--- src/common/safety_blocks_defines.svh ---
// Functional notes
// - Enable mode starts when the enabling switch turns to Run.
// - In enable mode only enabling switch and stop input decide the output.
// - Block reset restores normal run: safeguard and stop input decide again.
// - Enable mode ends only with switch off and block reset together.
// - Enable time limit 1 s default up to 30 min, never disabled.
// - Enable timer expiry turns the controlled safety output off.
// - New enable cycle with reloaded timer needs switch on, off, on again.
// - Output on-delay and off-delay still apply during enable mode.
// - Stop input always turns the output off; enabling switch cannot override.
// - Latch reset accepted only with inputs in Run and permit high.
// - Latch output drops and stays latched off when an input goes to Stop.
// - Manual reset selectable as monitored or non-monitored.
// - Reference signal of a safety output is high while that output is on.
// - Safeguard stop during valid mute latches; reset needed to stay on after mute.
// - Without that reset, the downstream output drops when the mute ends.
// - Five mute types: one or two way, one or two sensor pairs.
// - With bypass option, choose normal bypass or mute-dependent override.
// - Override restarts a mute only with a sensor active and safeguard in Stop.
// - Normal bypass ignores the safeguard and keeps the mute output on.
// - Everything ANDed into the protected input is suppressed during mute.
// - Both sensors of a pair must activate within 3 s of each other.
// - Mute takes effect 100 ms after the second sensor is satisfied.
`ifndef SAFETY_BLOCKS_DEFINES_SVH
`define SAFETY_BLOCKS_DEFINES_SVH

// ----------------------------------------
// Clock and scan timing
// ----------------------------------------
`define CLK_PERIOD_NS     5
`define SCAN_PERIOD_US    1000
`define SCAN_CYCLES       ((`SCAN_PERIOD_US * 1000) / `CLK_PERIOD_NS)
`define MS_PER_SCAN       (`SCAN_PERIOD_US / 1000)

// ----------------------------------------
// Timer limits in milliseconds
// ----------------------------------------
`define ED_LIMIT_MIN_MS   21'd1000
`define ED_LIMIT_MAX_MS   21'd1800000
`define ED_LIMIT_RST_MS   21'd1000
`define MUTE_SIMUL_MS     12'd3000
`define MUTE_SETTLE_MS    12'd100

// ----------------------------------------
// Input vector bit positions
// ----------------------------------------
`define PIN_ENABLE_SW     0
`define PIN_STOP          1
`define PIN_ED_RESET      2
`define PIN_MAN_RESET     3
`define PIN_PERMIT        4
`define PIN_P1A           5
`define PIN_P1B           6
`define PIN_P2A           7
`define PIN_P2B           8
`define PIN_MUTE_PERMIT   9
`define PIN_BYPASS        10
`define PIN_GUARD         11
`define PIN_ESTOP         12
`define PIN_COUNT         13

`endif

--- src/common/safety_blocks_pkg.sv ---
package safety_blocks_pkg;

    // Mute function types
    typedef enum logic [2:0] {
        MT_ONE_WAY_1P   = 3'h0,
        MT_TWO_WAY_1P   = 3'h1,
        MT_ONE_WAY_2P   = 3'h2,
        MT_TWO_WAY_2P   = 3'h3,
        MT_TWO_WAY_1P_X = 3'h4
    } mute_type_t;

    // Static configuration, same clock domain
    typedef struct packed {
        logic [20:0] ed_limit_ms;
        logic [15:0] on_delay_ms;
        logic [15:0] off_delay_ms;
        logic        reset_monitored;
        logic        permit_from_ref;
        mute_type_t  mute_type;
        logic        bypass_en;
        logic        bypass_override;
        logic        estop_before_mute;
    } safety_cfg_t;

    typedef enum logic [1:0] {
        ED_RUN     = 2'h0,
        ED_ENABLE  = 2'h1,
        ED_EXPIRED = 2'h2
    } ed_state_t;

    typedef enum logic [2:0] {
        MU_IDLE   = 3'h0,
        MU_WAIT2  = 3'h1,
        MU_SETTLE = 3'h2,
        MU_MUTED  = 3'h3,
        MU_BLOCK  = 3'h4
    } mute_state_t;

endpackage

--- src/logic/safety_blocks.sv ---
`timescale 1ns/100ps
`default_nettype none
`include "safety_blocks_defines.svh"

module safety_blocks
    import safety_blocks_pkg::*;
#(
    parameter int SCAN_CYCLES = `SCAN_CYCLES
)(
    input  wire logic                  clk_sys,
    input  wire logic                  resetn,
    input  wire logic                  enabling_switch_input,
    input  wire logic                  non_bypassable_stop_input,
    input  wire logic                  ed_block_reset_input,
    input  wire logic                  manual_reset_input,
    input  wire logic                  reset_permit_input,
    input  wire logic                  pair_one_sensor_a,
    input  wire logic                  pair_one_sensor_b,
    input  wire logic                  pair_two_sensor_a,
    input  wire logic                  pair_two_sensor_b,
    input  wire logic                  mute_permit_input,
    input  wire logic                  bypass_option,
    input  wire logic                  optical_safeguard_input,
    input  wire logic                  emergency_stop_input,
    input  wire safety_cfg_t           cfg,
    output logic                       first_safety_output,
    output logic                       second_safety_output,
    output logic                       second_output_ref,
    output logic                       enable_mode_active,
    output logic                       enable_expired,
    output logic                       mute_active
);

    localparam int SCW = $clog2(SCAN_CYCLES + 1);

    // ----------------------------------------
    // Scan enable and input synchronisers
    // ----------------------------------------
    logic [SCW-1:0]        scan_cnt_ff;
    logic                  scan_ff;
    logic [`PIN_COUNT-1:0] meta_ff;
    logic [`PIN_COUNT-1:0] pin_ff;
    logic [`PIN_COUNT-1:0] pins;

    assign pins = {emergency_stop_input, optical_safeguard_input, bypass_option,
                   mute_permit_input, pair_two_sensor_b, pair_two_sensor_a,
                   pair_one_sensor_b, pair_one_sensor_a, reset_permit_input,
                   manual_reset_input, ed_block_reset_input,
                   non_bypassable_stop_input, enabling_switch_input};

    // Scan pulse, one cycle per scan period
    always_ff @(posedge clk_sys or negedge resetn)
    begin
        if (!resetn)
        begin
            scan_cnt_ff <= '0;
            scan_ff     <= 1'b0;
        end
        else if (scan_cnt_ff == SCW'(SCAN_CYCLES - 1))
        begin
            scan_cnt_ff <= '0;
            scan_ff     <= 1'b1;
        end
        else
        begin
            scan_cnt_ff <= scan_cnt_ff + SCW'(1);
            scan_ff     <= 1'b0;
        end
    end

    // Two-stage synchroniser for every pin
    always_ff @(posedge clk_sys or negedge resetn)
    begin
        if (!resetn)
        begin
            meta_ff <= '0;
            pin_ff  <= '0;
        end
        else
        begin
            meta_ff <= pins;
            pin_ff  <= meta_ff;
        end
    end

    logic enable_sw, stop_ok, ed_rst, man_rst, permit_pin;
    logic p1a, p1b, p2a, p2b, mute_permit, bypass_sw, guard, estop;
    assign enable_sw   = pin_ff[`PIN_ENABLE_SW];
    assign stop_ok     = pin_ff[`PIN_STOP];
    assign ed_rst      = pin_ff[`PIN_ED_RESET];
    assign man_rst     = pin_ff[`PIN_MAN_RESET];
    assign permit_pin  = pin_ff[`PIN_PERMIT];
    assign p1a         = pin_ff[`PIN_P1A];
    assign p1b         = pin_ff[`PIN_P1B];
    assign p2a         = pin_ff[`PIN_P2A];
    assign p2b         = pin_ff[`PIN_P2B];
    assign mute_permit = pin_ff[`PIN_MUTE_PERMIT];
    assign bypass_sw   = pin_ff[`PIN_BYPASS];
    assign guard       = pin_ff[`PIN_GUARD];
    assign estop       = pin_ff[`PIN_ESTOP];

    // ----------------------------------------
    // Enabling-device block
    // ----------------------------------------
    ed_state_t   ed_state_ff;
    ed_state_t   nxt_ed_state;
    logic [20:0] ed_timer_ff;
    logic [20:0] ed_limit;
    logic        enable_sw_prev_ff;
    logic        enable_rise;
    logic        ed_out;

    // Clamp the time limit into its legal range; zero never disables it
    assign ed_limit = (cfg.ed_limit_ms < `ED_LIMIT_MIN_MS) ? `ED_LIMIT_MIN_MS :
                      (cfg.ed_limit_ms > `ED_LIMIT_MAX_MS) ? `ED_LIMIT_MAX_MS :
                      cfg.ed_limit_ms;
    assign enable_rise = enable_sw & ~enable_sw_prev_ff;

    // Mode transitions of the enabling-device block
    always_comb
    begin
        nxt_ed_state = ed_state_ff;
        unique case (ed_state_ff)
            ED_RUN:
                if (enable_rise)
                    nxt_ed_state = ED_ENABLE;
            ED_ENABLE:
                if (ed_rst && !enable_sw)
                    nxt_ed_state = ED_RUN;
                else if (ed_timer_ff >= ed_limit)
                    nxt_ed_state = ED_EXPIRED;
            ED_EXPIRED:
                if (ed_rst && !enable_sw)
                    nxt_ed_state = ED_RUN;
                else if (enable_rise)
                    nxt_ed_state = ED_ENABLE;
            default:
                nxt_ed_state = ED_RUN;
        endcase
    end

    // Output authority per mode; the stop input gates every mode
    always_comb
    begin
        unique case (ed_state_ff)
            ED_RUN:     ed_out = guard & stop_ok;
            ED_ENABLE:  ed_out = enable_sw & stop_ok;
            default:    ed_out = 1'b0;
        endcase
    end

    // Enabling-device state and timer
    always_ff @(posedge clk_sys or negedge resetn)
    begin
        if (!resetn)
        begin
            ed_state_ff       <= ED_RUN;
            ed_timer_ff       <= '0;
            enable_sw_prev_ff <= 1'b0;
        end
        else if (scan_ff)
        begin
            enable_sw_prev_ff <= enable_sw;
            ed_state_ff       <= nxt_ed_state;
            if (nxt_ed_state == ED_ENABLE && ed_state_ff != ED_ENABLE)
                ed_timer_ff <= '0;
            else if (ed_state_ff == ED_ENABLE)
                ed_timer_ff <= ed_timer_ff + 21'(`MS_PER_SCAN);
        end
    end

    // ----------------------------------------
    // Output delay stage of the second output
    // ----------------------------------------
    logic        second_out_ff;
    logic [15:0] dly_cnt_ff;
    logic [15:0] dly_target;

    assign dly_target = ed_out ? cfg.on_delay_ms : cfg.off_delay_ms;

    // On/off delays apply in every mode, enable mode included
    always_ff @(posedge clk_sys or negedge resetn)
    begin
        if (!resetn)
        begin
            second_out_ff <= 1'b0;
            dly_cnt_ff    <= '0;
        end
        else if (scan_ff)
        begin
            if (ed_out == second_out_ff)
                dly_cnt_ff <= '0;
            else if (dly_cnt_ff >= dly_target)
            begin
                second_out_ff <= ed_out;
                dly_cnt_ff    <= '0;
            end
            else
                dly_cnt_ff <= dly_cnt_ff + 16'(`MS_PER_SCAN);
        end
    end

    // ----------------------------------------
    // Muting block
    // ----------------------------------------
    mute_state_t mu_state_ff;
    mute_state_t nxt_mu_state;
    logic [11:0] mu_timer_ff;
    logic        two_pair, two_way;
    logic        lead_any, lead_both, any_sensor, all_clear;
    logic        protected_in, mute_out;

    assign two_pair   = (cfg.mute_type == MT_ONE_WAY_2P) || (cfg.mute_type == MT_TWO_WAY_2P);
    assign two_way    = (cfg.mute_type != MT_ONE_WAY_1P) && (cfg.mute_type != MT_ONE_WAY_2P);
    assign any_sensor = p1a | p1b | ((two_pair | (cfg.mute_type == MT_TWO_WAY_1P_X)) & (p2a | p2b));
    // One-way starts at pair one only; two-way may start from either pair
    assign lead_any   = (p1a | p1b) |
                        (two_way & (two_pair | (cfg.mute_type == MT_TWO_WAY_1P_X)) & (p2a | p2b));
    assign lead_both  = (p1a & p1b) |
                        (two_way & (two_pair | (cfg.mute_type == MT_TWO_WAY_1P_X)) & p2a & p2b);
    // Mute ends when every sensor in use has cleared
    assign all_clear  = ~any_sensor;
    // Emergency stop may be ANDed ahead of the mute and is then muted with it
    assign protected_in = guard & (cfg.estop_before_mute ? estop : 1'b1);

    // Mute sequencing
    always_comb
    begin
        nxt_mu_state = mu_state_ff;
        unique case (mu_state_ff)
            MU_IDLE:
                if (lead_any && mute_permit)
                    nxt_mu_state = MU_WAIT2;
            MU_WAIT2:
                if (!lead_any)
                    nxt_mu_state = MU_IDLE;
                else if (lead_both)
                    nxt_mu_state = MU_SETTLE;
                else if (mu_timer_ff >= `MUTE_SIMUL_MS)
                    nxt_mu_state = MU_BLOCK;
            MU_SETTLE:
                if (!lead_both)
                    nxt_mu_state = MU_WAIT2;
                else if (mu_timer_ff >= `MUTE_SETTLE_MS)
                    nxt_mu_state = MU_MUTED;
            MU_MUTED:
                if (all_clear)
                    nxt_mu_state = MU_IDLE;
            MU_BLOCK:
                if (all_clear)
                    nxt_mu_state = MU_IDLE;
            default:
                nxt_mu_state = MU_IDLE;
        endcase
        // Override restarts an incomplete cycle with a sensor on and guard stopped
        if (cfg.bypass_en && cfg.bypass_override && bypass_sw && any_sensor && !guard &&
            mu_state_ff != MU_MUTED)
            nxt_mu_state = MU_MUTED;
    end

    // Mute state and shared simultaneity/settle timer
    always_ff @(posedge clk_sys or negedge resetn)
    begin
        if (!resetn)
        begin
            mu_state_ff <= MU_IDLE;
            mu_timer_ff <= '0;
        end
        else if (scan_ff)
        begin
            mu_state_ff <= nxt_mu_state;
            if (nxt_mu_state != mu_state_ff)
                mu_timer_ff <= '0;
            else if (mu_timer_ff != 12'hFFF)
                mu_timer_ff <= mu_timer_ff + 12'(`MS_PER_SCAN);
        end
    end

    // Muting output: muted, bypassed, or following the protected input
    assign mute_out = (mu_state_ff == MU_MUTED) |
                      (cfg.bypass_en & ~cfg.bypass_override & bypass_sw) |
                      protected_in;

    // ----------------------------------------
    // Latch-reset block behind the mute
    // ----------------------------------------
    logic first_out_ff;
    logic man_prev_ff;
    logic man_armed_ff;
    logic trip_ff;
    logic muted_prev_ff;
    logic lr_run, lr_permit, reset_evt, muted_now;

    assign muted_now = (mu_state_ff == MU_MUTED);
    assign lr_run    = mute_out & (cfg.estop_before_mute ? 1'b1 : estop);
    // Permit comes from the pin or from the second output itself (second_out_ff), not from its reference flop
    assign lr_permit = cfg.permit_from_ref ? second_out_ff : permit_pin;
    // Monitored acts on release after a press, non-monitored on the press
    assign reset_evt = cfg.reset_monitored ? (man_prev_ff & ~man_rst & man_armed_ff)
                                           : (man_rst & ~man_prev_ff);

    // Reset button edge tracking
    always_ff @(posedge clk_sys or negedge resetn)
    begin
        if (!resetn)
        begin
            man_prev_ff  <= 1'b0;
            man_armed_ff <= 1'b0;
        end
        else if (scan_ff)
        begin
            man_prev_ff  <= man_rst;
            man_armed_ff <= man_rst ? 1'b1 : 1'b0;
        end
    end

    // Latch output, trip memory of a guard stop inside a mute
    always_ff @(posedge clk_sys or negedge resetn)
    begin
        if (!resetn)
        begin
            first_out_ff  <= 1'b0;
            trip_ff       <= 1'b0;
            muted_prev_ff <= 1'b0;
        end
        else if (scan_ff)
        begin
            muted_prev_ff <= muted_now;
            if (!lr_run)
                first_out_ff <= 1'b0;
            else if (muted_prev_ff && !muted_now && trip_ff)
                first_out_ff <= 1'b0;
            else if (reset_evt && lr_permit)
                first_out_ff <= 1'b1;
            // Guard stop during a mute sets the trip; set wins over a reset
            if (muted_now && !protected_in)
                trip_ff <= 1'b1;
            else if (reset_evt && lr_permit && lr_run)
                trip_ff <= 1'b0;
            else if (!muted_now)
                trip_ff <= 1'b0;
        end
    end

    // ----------------------------------------
    // Status flops and outputs
    // ----------------------------------------
    logic ref_ff, enable_ff, expired_ff, mute_ff;

    // Status mirrors, one flop each
    always_ff @(posedge clk_sys or negedge resetn)
    begin
        if (!resetn)
        begin
            ref_ff     <= 1'b0;
            enable_ff  <= 1'b0;
            expired_ff <= 1'b0;
            mute_ff    <= 1'b0;
        end
        else
        begin
            ref_ff     <= second_out_ff;
            enable_ff  <= (ed_state_ff == ED_ENABLE);
            expired_ff <= (ed_state_ff == ED_EXPIRED);
            mute_ff    <= muted_now;
        end
    end

    assign first_safety_output  = first_out_ff;
    assign second_safety_output = second_out_ff;
    assign second_output_ref    = ref_ff;
    assign enable_mode_active   = enable_ff;
    assign enable_expired       = expired_ff;
    assign mute_active          = mute_ff;

endmodule // safety_blocks

`default_nettype wire

--- config.mk ---
export PLATFORM = sky130hd
export DESIGN_NAME = safety_blocks
export DESIGN_NICKNAME = d
export VERILOG_FILES = /design/src/common/safety_blocks_pkg.sv /design/src/logic/safety_blocks.sv
export VERILOG_INCLUDE_DIRS = /design/src /design/src/common
export SDC_FILE = /design/constraint.sdc
export NUM_CORES = 1
export LEC_CHECK = 0
export BUFFER_PORTS_ARGS = -buffer_cell sky130_fd_sc_hd__clkbuf_2
export CORE_MARGIN = 2
export CORE_UTILIZATION = 35
export CTS_CLUSTER_SIZE = 25
export DETAILED_ROUTE_END_ITERATION = 8
export SLEW_MARGIN = 30
export SYNTH_ARGS = -nofsm -noshare
export SYNTH_HDL_FRONTEND = slang
export SYNTH_SLANG_ARGS = --single-unit
export TNS_END_PERCENT = 1
--- constraint.sdc ---
create_clock -name clk_sys -period 6.79 [get_ports clk_sys]
set_input_delay 0.679 -clock clk_sys [delete_from_list [all_inputs] [get_ports clk_sys]]
set_output_delay 0.679 -clock clk_sys [all_outputs]
set_load 0.03 [all_outputs]
### Word level (Yosys, flattened, before mapping)

Cells that the tools add are included.

| operators by class | value |
|---|---|
| bitwise logic cells | 29 |
| equality and inequality tests | 19 |
| muxes and demuxes | 37 |
| reductions and logical operators | 30 |
| $add $sub $neg | 4 |
| magnitude comparators | 6 |

Operators with widths:

| kind | number |
|---|---|
| 2-to-1 mux 21 bit | 4 |
| 2-to-1 mux 16 bit | 3 |
| 2-to-1 mux 12 bit | 2 |
| 2-to-1 mux 3 bit | 8 |
| adder 21 x 1 -> 21 bit (second input constant) | 1 |
| >= comparator 21 bit | 1 |
| > comparator 21 bit (second input constant) | 1 |
| < comparator 21 x 10 -> 1 bit (second input constant) | 1 |
| adder 18 x 1 -> 18 bit (second input constant) | 1 |
| equality test 18 bit (second input constant) | 1 |
| 2-to-1 mux 18 bit | 1 |
| adder 16 x 1 -> 16 bit (second input constant) | 1 |
| bitwise AND 1 bit | 16 |
| >= comparator 16 bit | 1 |
| logical AND 1 bit | 14 |
| adder 12 x 1 -> 12 bit (second input constant) | 1 |
| equality test 3 x 2 -> 1 bit (second input constant) | 4 |
| >= comparator 12 bit (second input constant) | 1 |
| >= comparator 12 x 7 -> 1 bit (second input constant) | 1 |
| 2-to-1 mux 1 bit | 12 |
| != test 12 bit (second input constant) | 1 |
| one-hot mux 3 bit (4 select lines) | 1 |
| 2-to-1 mux 2 bit | 4 |
| OR 1 bit | 8 |
| other kinds (21) | 36 |

| storage, ports and cells | value |
|---|---|
| input port bits | 76 |
| register bits after elaboration | 110 |
| word-level logic and storage cells | 145 |
| output and inout port bits | 6 |

### Logic depth before layout (Yosys ltp)

Gate-level depths: netlist of the first run.

| logic depth | value |
|---|---|
| depth in word-level cells | 14 |
| gate-level depth with buffers | 16 |
| depth with buffers taken out | 15 |

### Least setup slack after synthesis of the first run

Ideal clock, no wire load.

| timing path | value |
|---|---|
| path kind | in2reg |
| start point | in cfg[40] (netlist bit) |
| end point | reg ed_state_ff[1] |
| buffers on the path | 1 |
| arrival | 3.384 ns |
| stages on the path | 15 |
| required time | 6.669 ns |
| setup time | 0.121 ns |
| setup slack | 3.285 ns |
| cell sequence | nor4b_1 a41oi_1 o221a_2 o21ba_2 clkbuf_1 nor2_1 and2_1 ha_1 nand2b_1 a21o_1 a21o_1 a211o_1 a21oi_1 o21ai_0 a22o_1 |

| on the way | value |
|---|---|
| cells in the longest elaborated chain, start to end | 7 |
| elaborated cells on any way between the ends | 8 |
| classes of those cells | order compare (3); mux (5) |

Ends and longest elaborated chain:

| item | line | text |
|---|---|---|
| from (decl) | safety_blocks.sv:25 | `input wire safety_cfg_t cfg,` |
| > comparator 21 bit (no source line) | n/a |  |
| 2-to-1 mux 21 bit | safety_blocks.sv:115 | `` (cfg.ed_limit_ms > `ED_LIMIT_MAX_MS) ? `ED_LIMIT_MAX_MS : `` |
| 2-to-1 mux 21 bit * | safety_blocks.sv:114 | `` assign ed_limit = (cfg.ed_limit_ms < `ED_LIMIT_MIN_MS) ? `ED_LIMIT_MIN_MS : `` |
| >= comparator 21 bit * | safety_blocks.sv:130 | `else if (ed_timer_ff >= ed_limit)` |
| 2-to-1 mux 2 bit * | safety_blocks.sv:130 |  |
| 2-to-1 mux 2 bit * | safety_blocks.sv:128 | `if (ed_rst && !enable_sw)` |
| one-hot mux 2 bit (3 select lines) * | safety_blocks.sv:123 | `unique case (ed_state_ff)` |
| to (signal assigned) | safety_blocks.sv:164 | `ed_state_ff <= nxt_ed_state;` |
| to (decl) | safety_blocks.sv:105 | `ed_state_t ed_state_ff;` |

Every way passes the cells marked *; elsewhere a longest branch is shown, timed or not.
A chain may end at the register's enable or synchronous reset.

### Worst setup path after layout of the first run

| timing path | value |
|---|---|
| start point | reg ed_state_ff[0] |
| end point | reg dly_cnt_ff[4] |

| on the way | value |
|---|---|
| cells in the longest elaborated chain, start to end | 6 |
| elaborated cells on any way between the ends | 8 |
| classes of those cells | order compare (1); eq/ne (2); mux (4); reduce/logical (1) |

Ends and longest elaborated chain:

| item | line | text |
|---|---|---|
| equality test 2 x 1 -> 1 bit or logical NOT 2 bit (tied branches) | safety_blocks.sv:145 | `unique case (ed_state_ff)` |
| one-hot mux 1 bit (2 select lines) * | safety_blocks.sv:145 |  |
| 2-to-1 mux 16 bit | safety_blocks.sv:179 | `assign dly_target = ed_out ? cfg.on_delay_ms : cfg.off_delay_ms;` |
| >= comparator 16 bit | safety_blocks.sv:193 | `else if (dly_cnt_ff >= dly_target)` |
| 2-to-1 mux 16 bit | safety_blocks.sv:193 |  |
| 2-to-1 mux 16 bit * | safety_blocks.sv:191 | `if (ed_out == second_out_ff)` |
| to (signal assigned) | safety_blocks.sv:199 | `` dly_cnt_ff <= dly_cnt_ff + 16'(`MS_PER_SCAN); `` |
| to (decl) | safety_blocks.sv:176 | `logic [15:0] dly_cnt_ff;` |

Marked as above.

==> metrics, run 1 <==
status completed; pwr dens 175 nW/um^2; Unique masters post-synth 68; setup_tns 0 ps; gr usage total 14.3%; I/O pins 82; routed vias/inst 5.12; DP Area 6920 sq um; final hold viol count 0; WL/cell 13.5 um; static leakage 3.44 nW; antenna violations before repair 0; clock sink count 109; Slew @ Worst Pin 816 ps; Max Fanout on Critical Path 19; DR iter-0 viols 228; Post-synth EDFFs 0; Avg Cell Area, Syn 9.60 sq um; DIE AREA 19,100 sq um; flop2flop setup slack 3140 ps; via total after detailed routing 4,937; DRC viols 0; first-pass GRT wire length 22,700 um; clock-pin slew on the worst setup and hold paths 70 ps; largest net degree at the start of global routing 78; Rows 49; Core Region 17,800 sq um; Setup violations, final 0; diodes inserted 0; worst flop-to-flop path endpoint dly_cnt_ff[4]; flops & latches, synth 109; post-synthesis sequential area ratio 43.3%; RSZ-0062 raised after global routing false; Finished Cell Area 7220 sq um; CTS tree yes; Post-synth top flop dfrtp_1; Critical R2R Launch ed_state_ff[0]; Root Driver clkbuf_16; Area growth, synth to finish 14.6%; DRT Pass-1 Iters 4; Syn. warnings 0; Overflow after GRT 0; Layout Nets 849; setup bufs post-CTS 0; depth of the CTS H-tree 3; drt total wl 13,000 um; final cycle utilization of the critical path 53.8%; Worst VDD drop 0.000180 V; Synth top area share 43.3%; Commonest cells post-synth 109 x dfrtp_1, 65 x nor2_1, 54 x nand2_1, 42 x ha_1, 41 x a21oi_1; Routability Congestion 0.843; Post-Route Skew 14.5 ps; Post-DP HPWL 9490 um; depth of the worst register-to-register path 12; clk buf depth 2; synth top area cells dfrtp_1 43%, ha_1 8.3%, nor2_1 3.9%, mux2i_1 3.8%, a21oi_1 3.3%; Die Span Y 138 um; PortBufs 81; max-slew violations 0; proportion of layout cells with a drive suffix above 1 16.6%; Synth Net Count 774; Worst Setup SP ed_state_ff[0]; type of the worst min-delay path in -> async; cts hold-fix bufs 0; top-count cell post-synth dfrtp_1; DIE WIDTH 138 um; WS Path Type reg -> reg; CTS Buf Count 9; Worst Path Arrival 3940 ps; post-synth design cell area 6300 sq um; Initial Utilization 35.4%; vias in the first global route 4,733; startpoint class of the critical path flip-flop; post-synth top area cell dfrtp_1; Slew headroom 45.2%; Highest Clock Rate 0.274 GHz; Post-synth ARST share 100%; CP required 7080 ps; post-route minimum period 3650 ps; clk_lat worst skew 360 ps; Gates resized, CTS repair 0; Max-Cap Viols 0; crit path capture type flip-flop; Final ANT Viol Nets 0; Mapped Cells 656
-- area by class of cell --
cell class              instances  area [sq um]
multi-input cells             504          3390
fillers                      1759         10600
clock buffers                   9           225
clock inverters                 7          70.1
flip-flops and latches        109          2730
well taps                     229           287
repair buffers                 84           434
inverters                      23          86.3
-- worst max path at each step --
| stage | end | slack (ps) | cells after the start |
|---|---|---|---|
| finish | dly_cnt_ff[4] | 3140 | 12 |
| CTS | dly_cnt_ff[4] | 3130 | 12 |
| global placement | ed_state_ff[1] | 3020 | 15 |
| detailed placement | ed_state_ff[1] | 3010 | 15 |
| global route | dly_cnt_ff[4] | 2830 | 12 |
| floorplan | ed_state_ff[1] | 3290 | 15 |
-- where the power goes --
| part | switching, mW | total, mW | leakage [nW] | internal [mW] |
|---|---|---|---|---|
| logic | 0.0501 | 0.0905 | 1.96 | 0.0404 |
| clock network | 0.258 | 0.516 | 0.141 | 0.258 |
| registers | 0.00403 | 0.660 | 1.34 | 0.656 |
| total | 0.312 | 1.27 | 3.44 | 0.955 |
-- worst max-delay path, cell delays in order, from the launching register on --
cell      delay (ps)
dfrtp_1          470
mux2i_1          170
nor3b_2          160
buf_4            310
mux2_2           380
ha_1             260
nand2b_1         140
a21o_1           170
a21oi_1          150
o21ai_1          190
a211oi_4         720
and2_1           300
a22o_1           160
-- metal layers --
metal	wire length (um)	global-route usage, %
met1	6780	20.8
met3	559	3.12
met2	5430	21.0
met4	229	4.89
met5	0	0
-- cell families (layout without fill, tap and decap cells) --
group | Yosys count | after routing | synth area share, %
xor+xnor | 33 | 33 | 4.59
fa+ha+maj | 42 | 42 | 8.35
compound gates | 140 | 140 | 14.5
buf+inv | 43 | 123 | 3.00
mux | 33 | 33 | 5.43
flops | 109 | 109 | 43.3
simple gates | 256 | 256 | 20.8
-- through the flow --
stage | hold slack, ps | cells | setup WS [ps] | power, mW | util (%)
2_1_floorplan | 331 | 656 | 3290 | 0.716 | -
3_3_place_gp | 331 | 949 | 3020 | 0.764 | 38.9
3_5_place_dp | 335 | 949 | 3010 | 0.766 | 38.9
4_1_cts | 255 | 965 | 3130 | 1.29 | 40.6
5_1_grt | 270 | 965 | 2830 | 1.32 | 40.6
6_report | 248 | 965 | 3140 | 1.27 | 40.6
-- registers in the layout, summed over array words and instances, names as in the netlist, 2 cells and up --
signal / cells
scan_cnt_ff: 18
meta_ff: 13
mu_state_ff: 3
pin_ff: 13
ed_state_ff: 2
ed_timer_ff: 21
dly_cnt_ff: 16
mu_timer_ff: 12
-- layout by cell type (no fill, tap or decap), types with 10 or more instances in the layout --
cell type  Yosys  final
a21o_1        15     15
dfrtp_1      109    109
xor2_1        23     23
nand3_1       28     28
nand4_1       18     18
xnor2_1       10     10
nor3_1        12     12
o21ai_0       30     30
inv_1         22     22
mux2i_1       24     24
nand2_1       54     54
nor2_1        65     64
a21oi_1       41     41
ha_1          42     42
clkbuf_2       0     80
and3_1        16     16
No activity file was read; power rests on OpenSTA's default activity.
==> inputs of run 2 (changes only) <==
- ABC_AREA: default -> 1
- clock period: 6.79 -> 3.5 ns (I/O delays scaled with it)
==> metrics, run 2 <==
status completed; gr usage total 14.8%; clk buf depth 2; Overflow after GRT 0; Mapped Cells 813; Avg Cell Area, Syn 8.06 sq um; Final ANT Viol Nets 0; CTS Buf Count 9; antenna violations before repair 0; cts hold-fix bufs 0; synth top area cells dfrtp_1 42%, nand2_1 8.9%, ha_1 8.0%, inv_1 5.6%, nor2_1 5.1%; Routability Congestion 0.822; type of the worst min-delay path in -> async; first-pass GRT wire length 24,100 um; commonest cells after routing, fill and taps aside 155 x nand2_1, 109 x dfrtp_1, 98 x inv_1, 89 x nor2_1, 80 x clkbuf_2; largest net degree at the start of global routing 64; post-route minimum period 3000 ps; Slew @ Worst Pin 616 ps; Post-Route Skew 3.94 ps; Max Fanout on Critical Path 15; Max-Cap Viols 0; Post-DP HPWL 10,600 um; CTS tree yes; DRC viols 0; Root Driver clkbuf_16; max-slew violations 0; flops & latches, synth 109; RSZ-0062 raised after global routing false; Layout Nets 1,016; final hold viol count 0; Post-synth top flop dfrtp_1; top-count cell post-synth nand2_1; Setup violations, final 0; Largest register FFs 21; proportion of layout cells with a drive suffix above 1 15.6%; DIE WIDTH 141 um; Clock Power Share 42.4%; post-synthesis sequential area ratio 41.6%; vias in the first global route 4,944; flop2flop setup slack 500 ps; clock-pin slew on the worst setup and hold paths 70 ps; Syn. warnings 0; WS Path Type reg -> reg; via total after detailed routing 5,382; static leakage 3.83 nW; PortBufs 81; depth of the CTS H-tree 3; Synth top area share 41.6%; NetSw 558 uW; Post-synth EDFFs 0; depth of the worst register-to-register path 13; post-synth design cell area 6550 sq um; Commonest cells post-synth 155 x nand2_1, 109 x dfrtp_1, 98 x inv_1, 89 x nor2_1, 60 x nand3_1; CP required 3760 ps; Area growth, synth to finish 15.3%; Largest Register ed_timer_ff; setup bufs post-CTS 0; Seq pwr share 50.9%; Largest regs ed_timer_ff x21, scan_cnt_ff x18, dly_cnt_ff x16; Slew headroom 58.9%; Unique masters post-synth 48; I/O pins 82; Worst Setup SP ed_state_ff[0]; Worst VDD drop 0.000229 V; Worst Path Arrival 3260 ps; crit path capture type flip-flop; Total Power 2.52 mW; P_int 1.96 mW; Rows 50; WL/cell 12.2 um; Synth Net Count 931; clock sink count 109; drt total wl 13,900 um; worst flop-to-flop path endpoint dly_cnt_ff[2]; DR iter-0 viols 262; DRT Pass-1 Iters 4; pwr dens 333 nW/um^2; routed vias/inst 4.73; Die Span Y 141 um; Highest Clock Rate 0.334 GHz; Net Sw Frac 22.2%; Post-synth ARST share 100%; Initial Utilization 35.4%; post-synth top area cell dfrtp_1; Core Region 18,500 sq um; Comb pwr share 6.8%; final cycle utilization of the critical path 85.6%; Critical R2R Launch ed_state_ff[0]; DIE AREA 19,800 sq um; setup_tns 0 ps; clk_lat worst skew 350 ps; commonest non-fill, non-tap cell in the layout nand2_1; Gates resized, CTS repair 0; diodes inserted 0; startpoint class of the critical path flip-flop
run 2: final cells by class:
class                      count  area, sq um
fill                        1925        11000
multi-input combinational    584         3350
sequential                   109         2730
timing repair buffer          87          465
inverter                     107          404
tap                          234          293
clock buffer                  13          270
clock inverter                 3         42.5
run 2: routing by layer:
| layer | up-vias | GRT usage (%) | routed length (um) |
|---|---|---|---|
| li1 | 2865 | - | - |
| met1 | 2418 | 22.0 | 7270 |
| met2 | 87 | 22.1 | 5940 |
| met3 | 12 | 2.00 | 460 |
| met4 | 0 | 5.26 | 231 |
| met5 | - | 0 | 0 |
run 2: critical path, cell delays in order, from the launching register on:
cell	delay [ps]
dfrtp_1	390
inv_2	80
o21ai_2	420
buf_4	290
mux2i_1	210
ha_1	260
a21oi_1	150
o21ai_0	90
nand2_1	60
o211ai_1	90
nand2_1	60
and3_1	190
nand2_1	330
o21ai_0	280
run 2: power by group through the flow:
stage / Combinational [mW] / Sequential [mW] / Clock (mW)
2_1_floorplan: 0.0782 / 1.30 / 0
3_3_place_gp: 0.174 / 1.30 / 0
3_5_place_dp: 0.175 / 1.30 / 0
4_1_cts: 0.176 / 1.28 / 1.10
5_1_grt: 0.200 / 1.28 / 1.15
6_report: 0.171 / 1.28 / 1.07
run 2: kinds of logic (layout without fill, tap and decap cells):
kind of cell,after synthesis,count (layout),synth area share [%]
xor+xnor,31,31,4.14
compound gates,119,119,10.0
flops,109,109,41.6
buf+inv,120,210,7.26
mux,16,16,2.46
fa+ha+maj,42,42,8.02
simple gates,376,376,26.4
run 2: metrics by stage:
step	hold slack (ps)	std cells	setup WS (ps)	instance area (sq um)	util [%]
5_1_grt	62.8	1137	103	7560	40.8
2_1_floorplan	54.4	813	873	6550	-
4_1_cts	36.3	1137	424	7560	40.8
3_5_place_dp	335	1121	366	7240	39.1
6_report	0.751	1137	503	7560	40.8
3_3_place_gp	331	1121	462	7240	39.1
run 2: worst max-delay path by stage:
stage	to	slack, ps	cells after the start
floorplan	ed_state_ff[0]	870	18
global placement	ed_state_ff[0]	460	19
detailed placement	ed_state_ff[0]	370	19
CTS	dly_cnt_ff[2]	420	13
global route	dly_cnt_ff[2]	100	13
finish	dly_cnt_ff[2]	500	13
==> inputs of run 3 (changes only) <==
- clock period: 3.5 -> 3 ns (I/O delays scaled with it)
==> metrics, run 3 (synthesis gave the netlist of run 2 again) <==
routed vias/inst 4.75; WS Path Type reg -> reg; global-route met3 utilization 2.00%; Slew headroom 66.1%; Post-Route Skew 6.32 ps; clock sink count 109; Cell Count, Final, Fillers Out 1,143; Post-DP HPWL 10,800 um; Overflow after GRT 0; RSZ-0062 raised after global routing false; WL/cell 12.4 um; clk_lat worst skew 360 ps; Setup violations, final 0; via total after detailed routing 5,424; max-slew violations 0; drt total wl 14,200 um; clock-pin slew on the worst setup and hold paths 70 ps; gr usage total 14.9%; grt met1 use 21.7%; Worst VDD drop 0.000291 V; diodes inserted 0; Core Region 18,500 sq um; Largest regs ed_timer_ff x21, scan_cnt_ff x18, dly_cnt_ff x16; Worst path max stage delay 420 ps; final cycle utilization of the critical path 90.7%; met2 Use GR 22.5%; Area growth, synth to finish 16.2%; crit path capture type flip-flop; proportion of layout cells with a drive suffix above 1 16.3%; DRT Pass-1 Iters 4; Most common cell on crit path nand2_1; depth of the CTS H-tree 3; PortBufs 81; Routability Congestion 0.846; DRC viols 0; Placed Cells 1,127; Rows 50; Largest Register ed_timer_ff; Reg area 2730 sq um; clk buf depth 2; dpl ws -4.40 ps; post-route minimum period 2720 ps; vias in the first global route 5,114; type of the worst min-delay path in -> reg; fillers 1,886; Worst Path Arrival 3020 ps; Layout Nets 1,023; final worst setup slack 280 ps; largest net degree at the start of global routing 59; Root Driver clkbuf_16; Critical Path Slowest Stage Cell dfrtp_1; status completed; CP cell instances inv_1 -> nand2_1 -> a21oi_1 -> o21ai_4 -> buf_4 -> mux2i_2 -> ha_1 -> nand2_1 -> o21ai_0 -> nand2_1 -> o211ai_1 -> nand2_1 -> and3_1 -> buf_4 -> o21ai_0 -> o31a_1; antenna violations before repair 0; DIE WIDTH 141 um; Largest register FFs 21; setup bufs post-CTS 0; Multi-input gate area 3360 sq um; Highest Clock Rate 0.368 GHz; Final ANT Viol Nets 0; CTS Buf Count 9; CP required 3300 ps; I/O pins 82; static leakage 3.85 nW; commonest cells after routing, fill and taps aside 155 x nand2_1, 109 x dfrtp_1, 98 x inv_1, 89 x nor2_1, 80 x clkbuf_2; Die Span Y 141 um; DR iter-0 viols 357; commonest non-fill, non-tap cell in the layout nand2_1; startpoint class of the critical path flip-flop; DIE AREA 19,800 sq um; Max-Cap Viols 0; pwr dens 383 nW/um^2; CTS tree yes; first-pass GRT wire length 24,200 um; final hold viol count 0; gr busiest metal met2; Max Fanout on Critical Path 11; Initial Utilization 35.4%; Slew @ Worst Pin 507 ps
run 3: layer usage:
metal  up-vias  share of wire, %
li1       2878                 -
met1      2422                52
met2       107                43
met3        17               3.7
met4         0               1.9
met5         -                 0
run 3: path summary, 6_finish.rpt:
check / startpoint / to / slack (ps) / cells after the start
max in group asynchronous: resetn / meta_ff[1] / 1910 / 3
worst min-delay path: manual_reset_input / meta_ff[3] / 40 / 1
min in group asynchronous: resetn / meta_ff[7] / 330 / 2
worst min register to register: meta_ff[2] / pin_ff[2] / 350 / 0
worst max register to register: ed_state_ff[1] / second_safety_output / 280 / 16
worst max-delay path: ed_state_ff[1] / second_safety_output / 280 / 16
run 3: critical path: cells and delay by family, from the launching register on:
kind / cells / cell delay, ps
simple gates: 5 / 420
buf+inv: 3 / 440
flops: 1 / 420
fa+ha+maj: 1 / 300
mux: 1 / 160
compound gates: 6 / 930
run 3: power breakdown:
part | internal, mW | switching (mW) | total [mW] | leakage [nW]
sequential | 1.49 | 0.00692 | 1.49 | 1.33
clock | 0.651 | 0.565 | 1.22 | 0.143
combinational | 0.0877 | 0.119 | 0.207 | 2.38
run 3: what timing repair did:
item | 4_1_cts | 5_1_grt
gates resized for setup | 0 | 2
setup endpoints to repair | 0 | 16
endpoints found under the hold margin | 13 | 0
hold buffers | 1 | 0
run 3: cell type report:
cell class	instances	area share [%]
multi-input combinational	584	44.2
sequential	109	35.8
timing repair buffer	94	7.00
inverter	107	5.31
tap	234	3.84
clock buffer	9	2.96
clock inverter	6	0.904
run 3: stage by stage:
| stage | instance area (sq um) | power [mW] | hold slack, ps | setup TNS, ps | util (%) |
|---|---|---|---|---|---|
| CTS | 7600 | 2.96 | 24.3 | 0 | 41.1 |
| floorplan | 6550 | 1.61 | 4.41 | 0 | - |
| detailed placement | 7300 | 1.73 | 172 | -4.40 | 39.4 |
| global placement | 7300 | 1.73 | 168 | 0 | 39.4 |
| finish | 7620 | 2.92 | 38.3 | 0 | 41.1 |
| global route | 7620 | 3.04 | 28.1 | 0 | 41.1 |
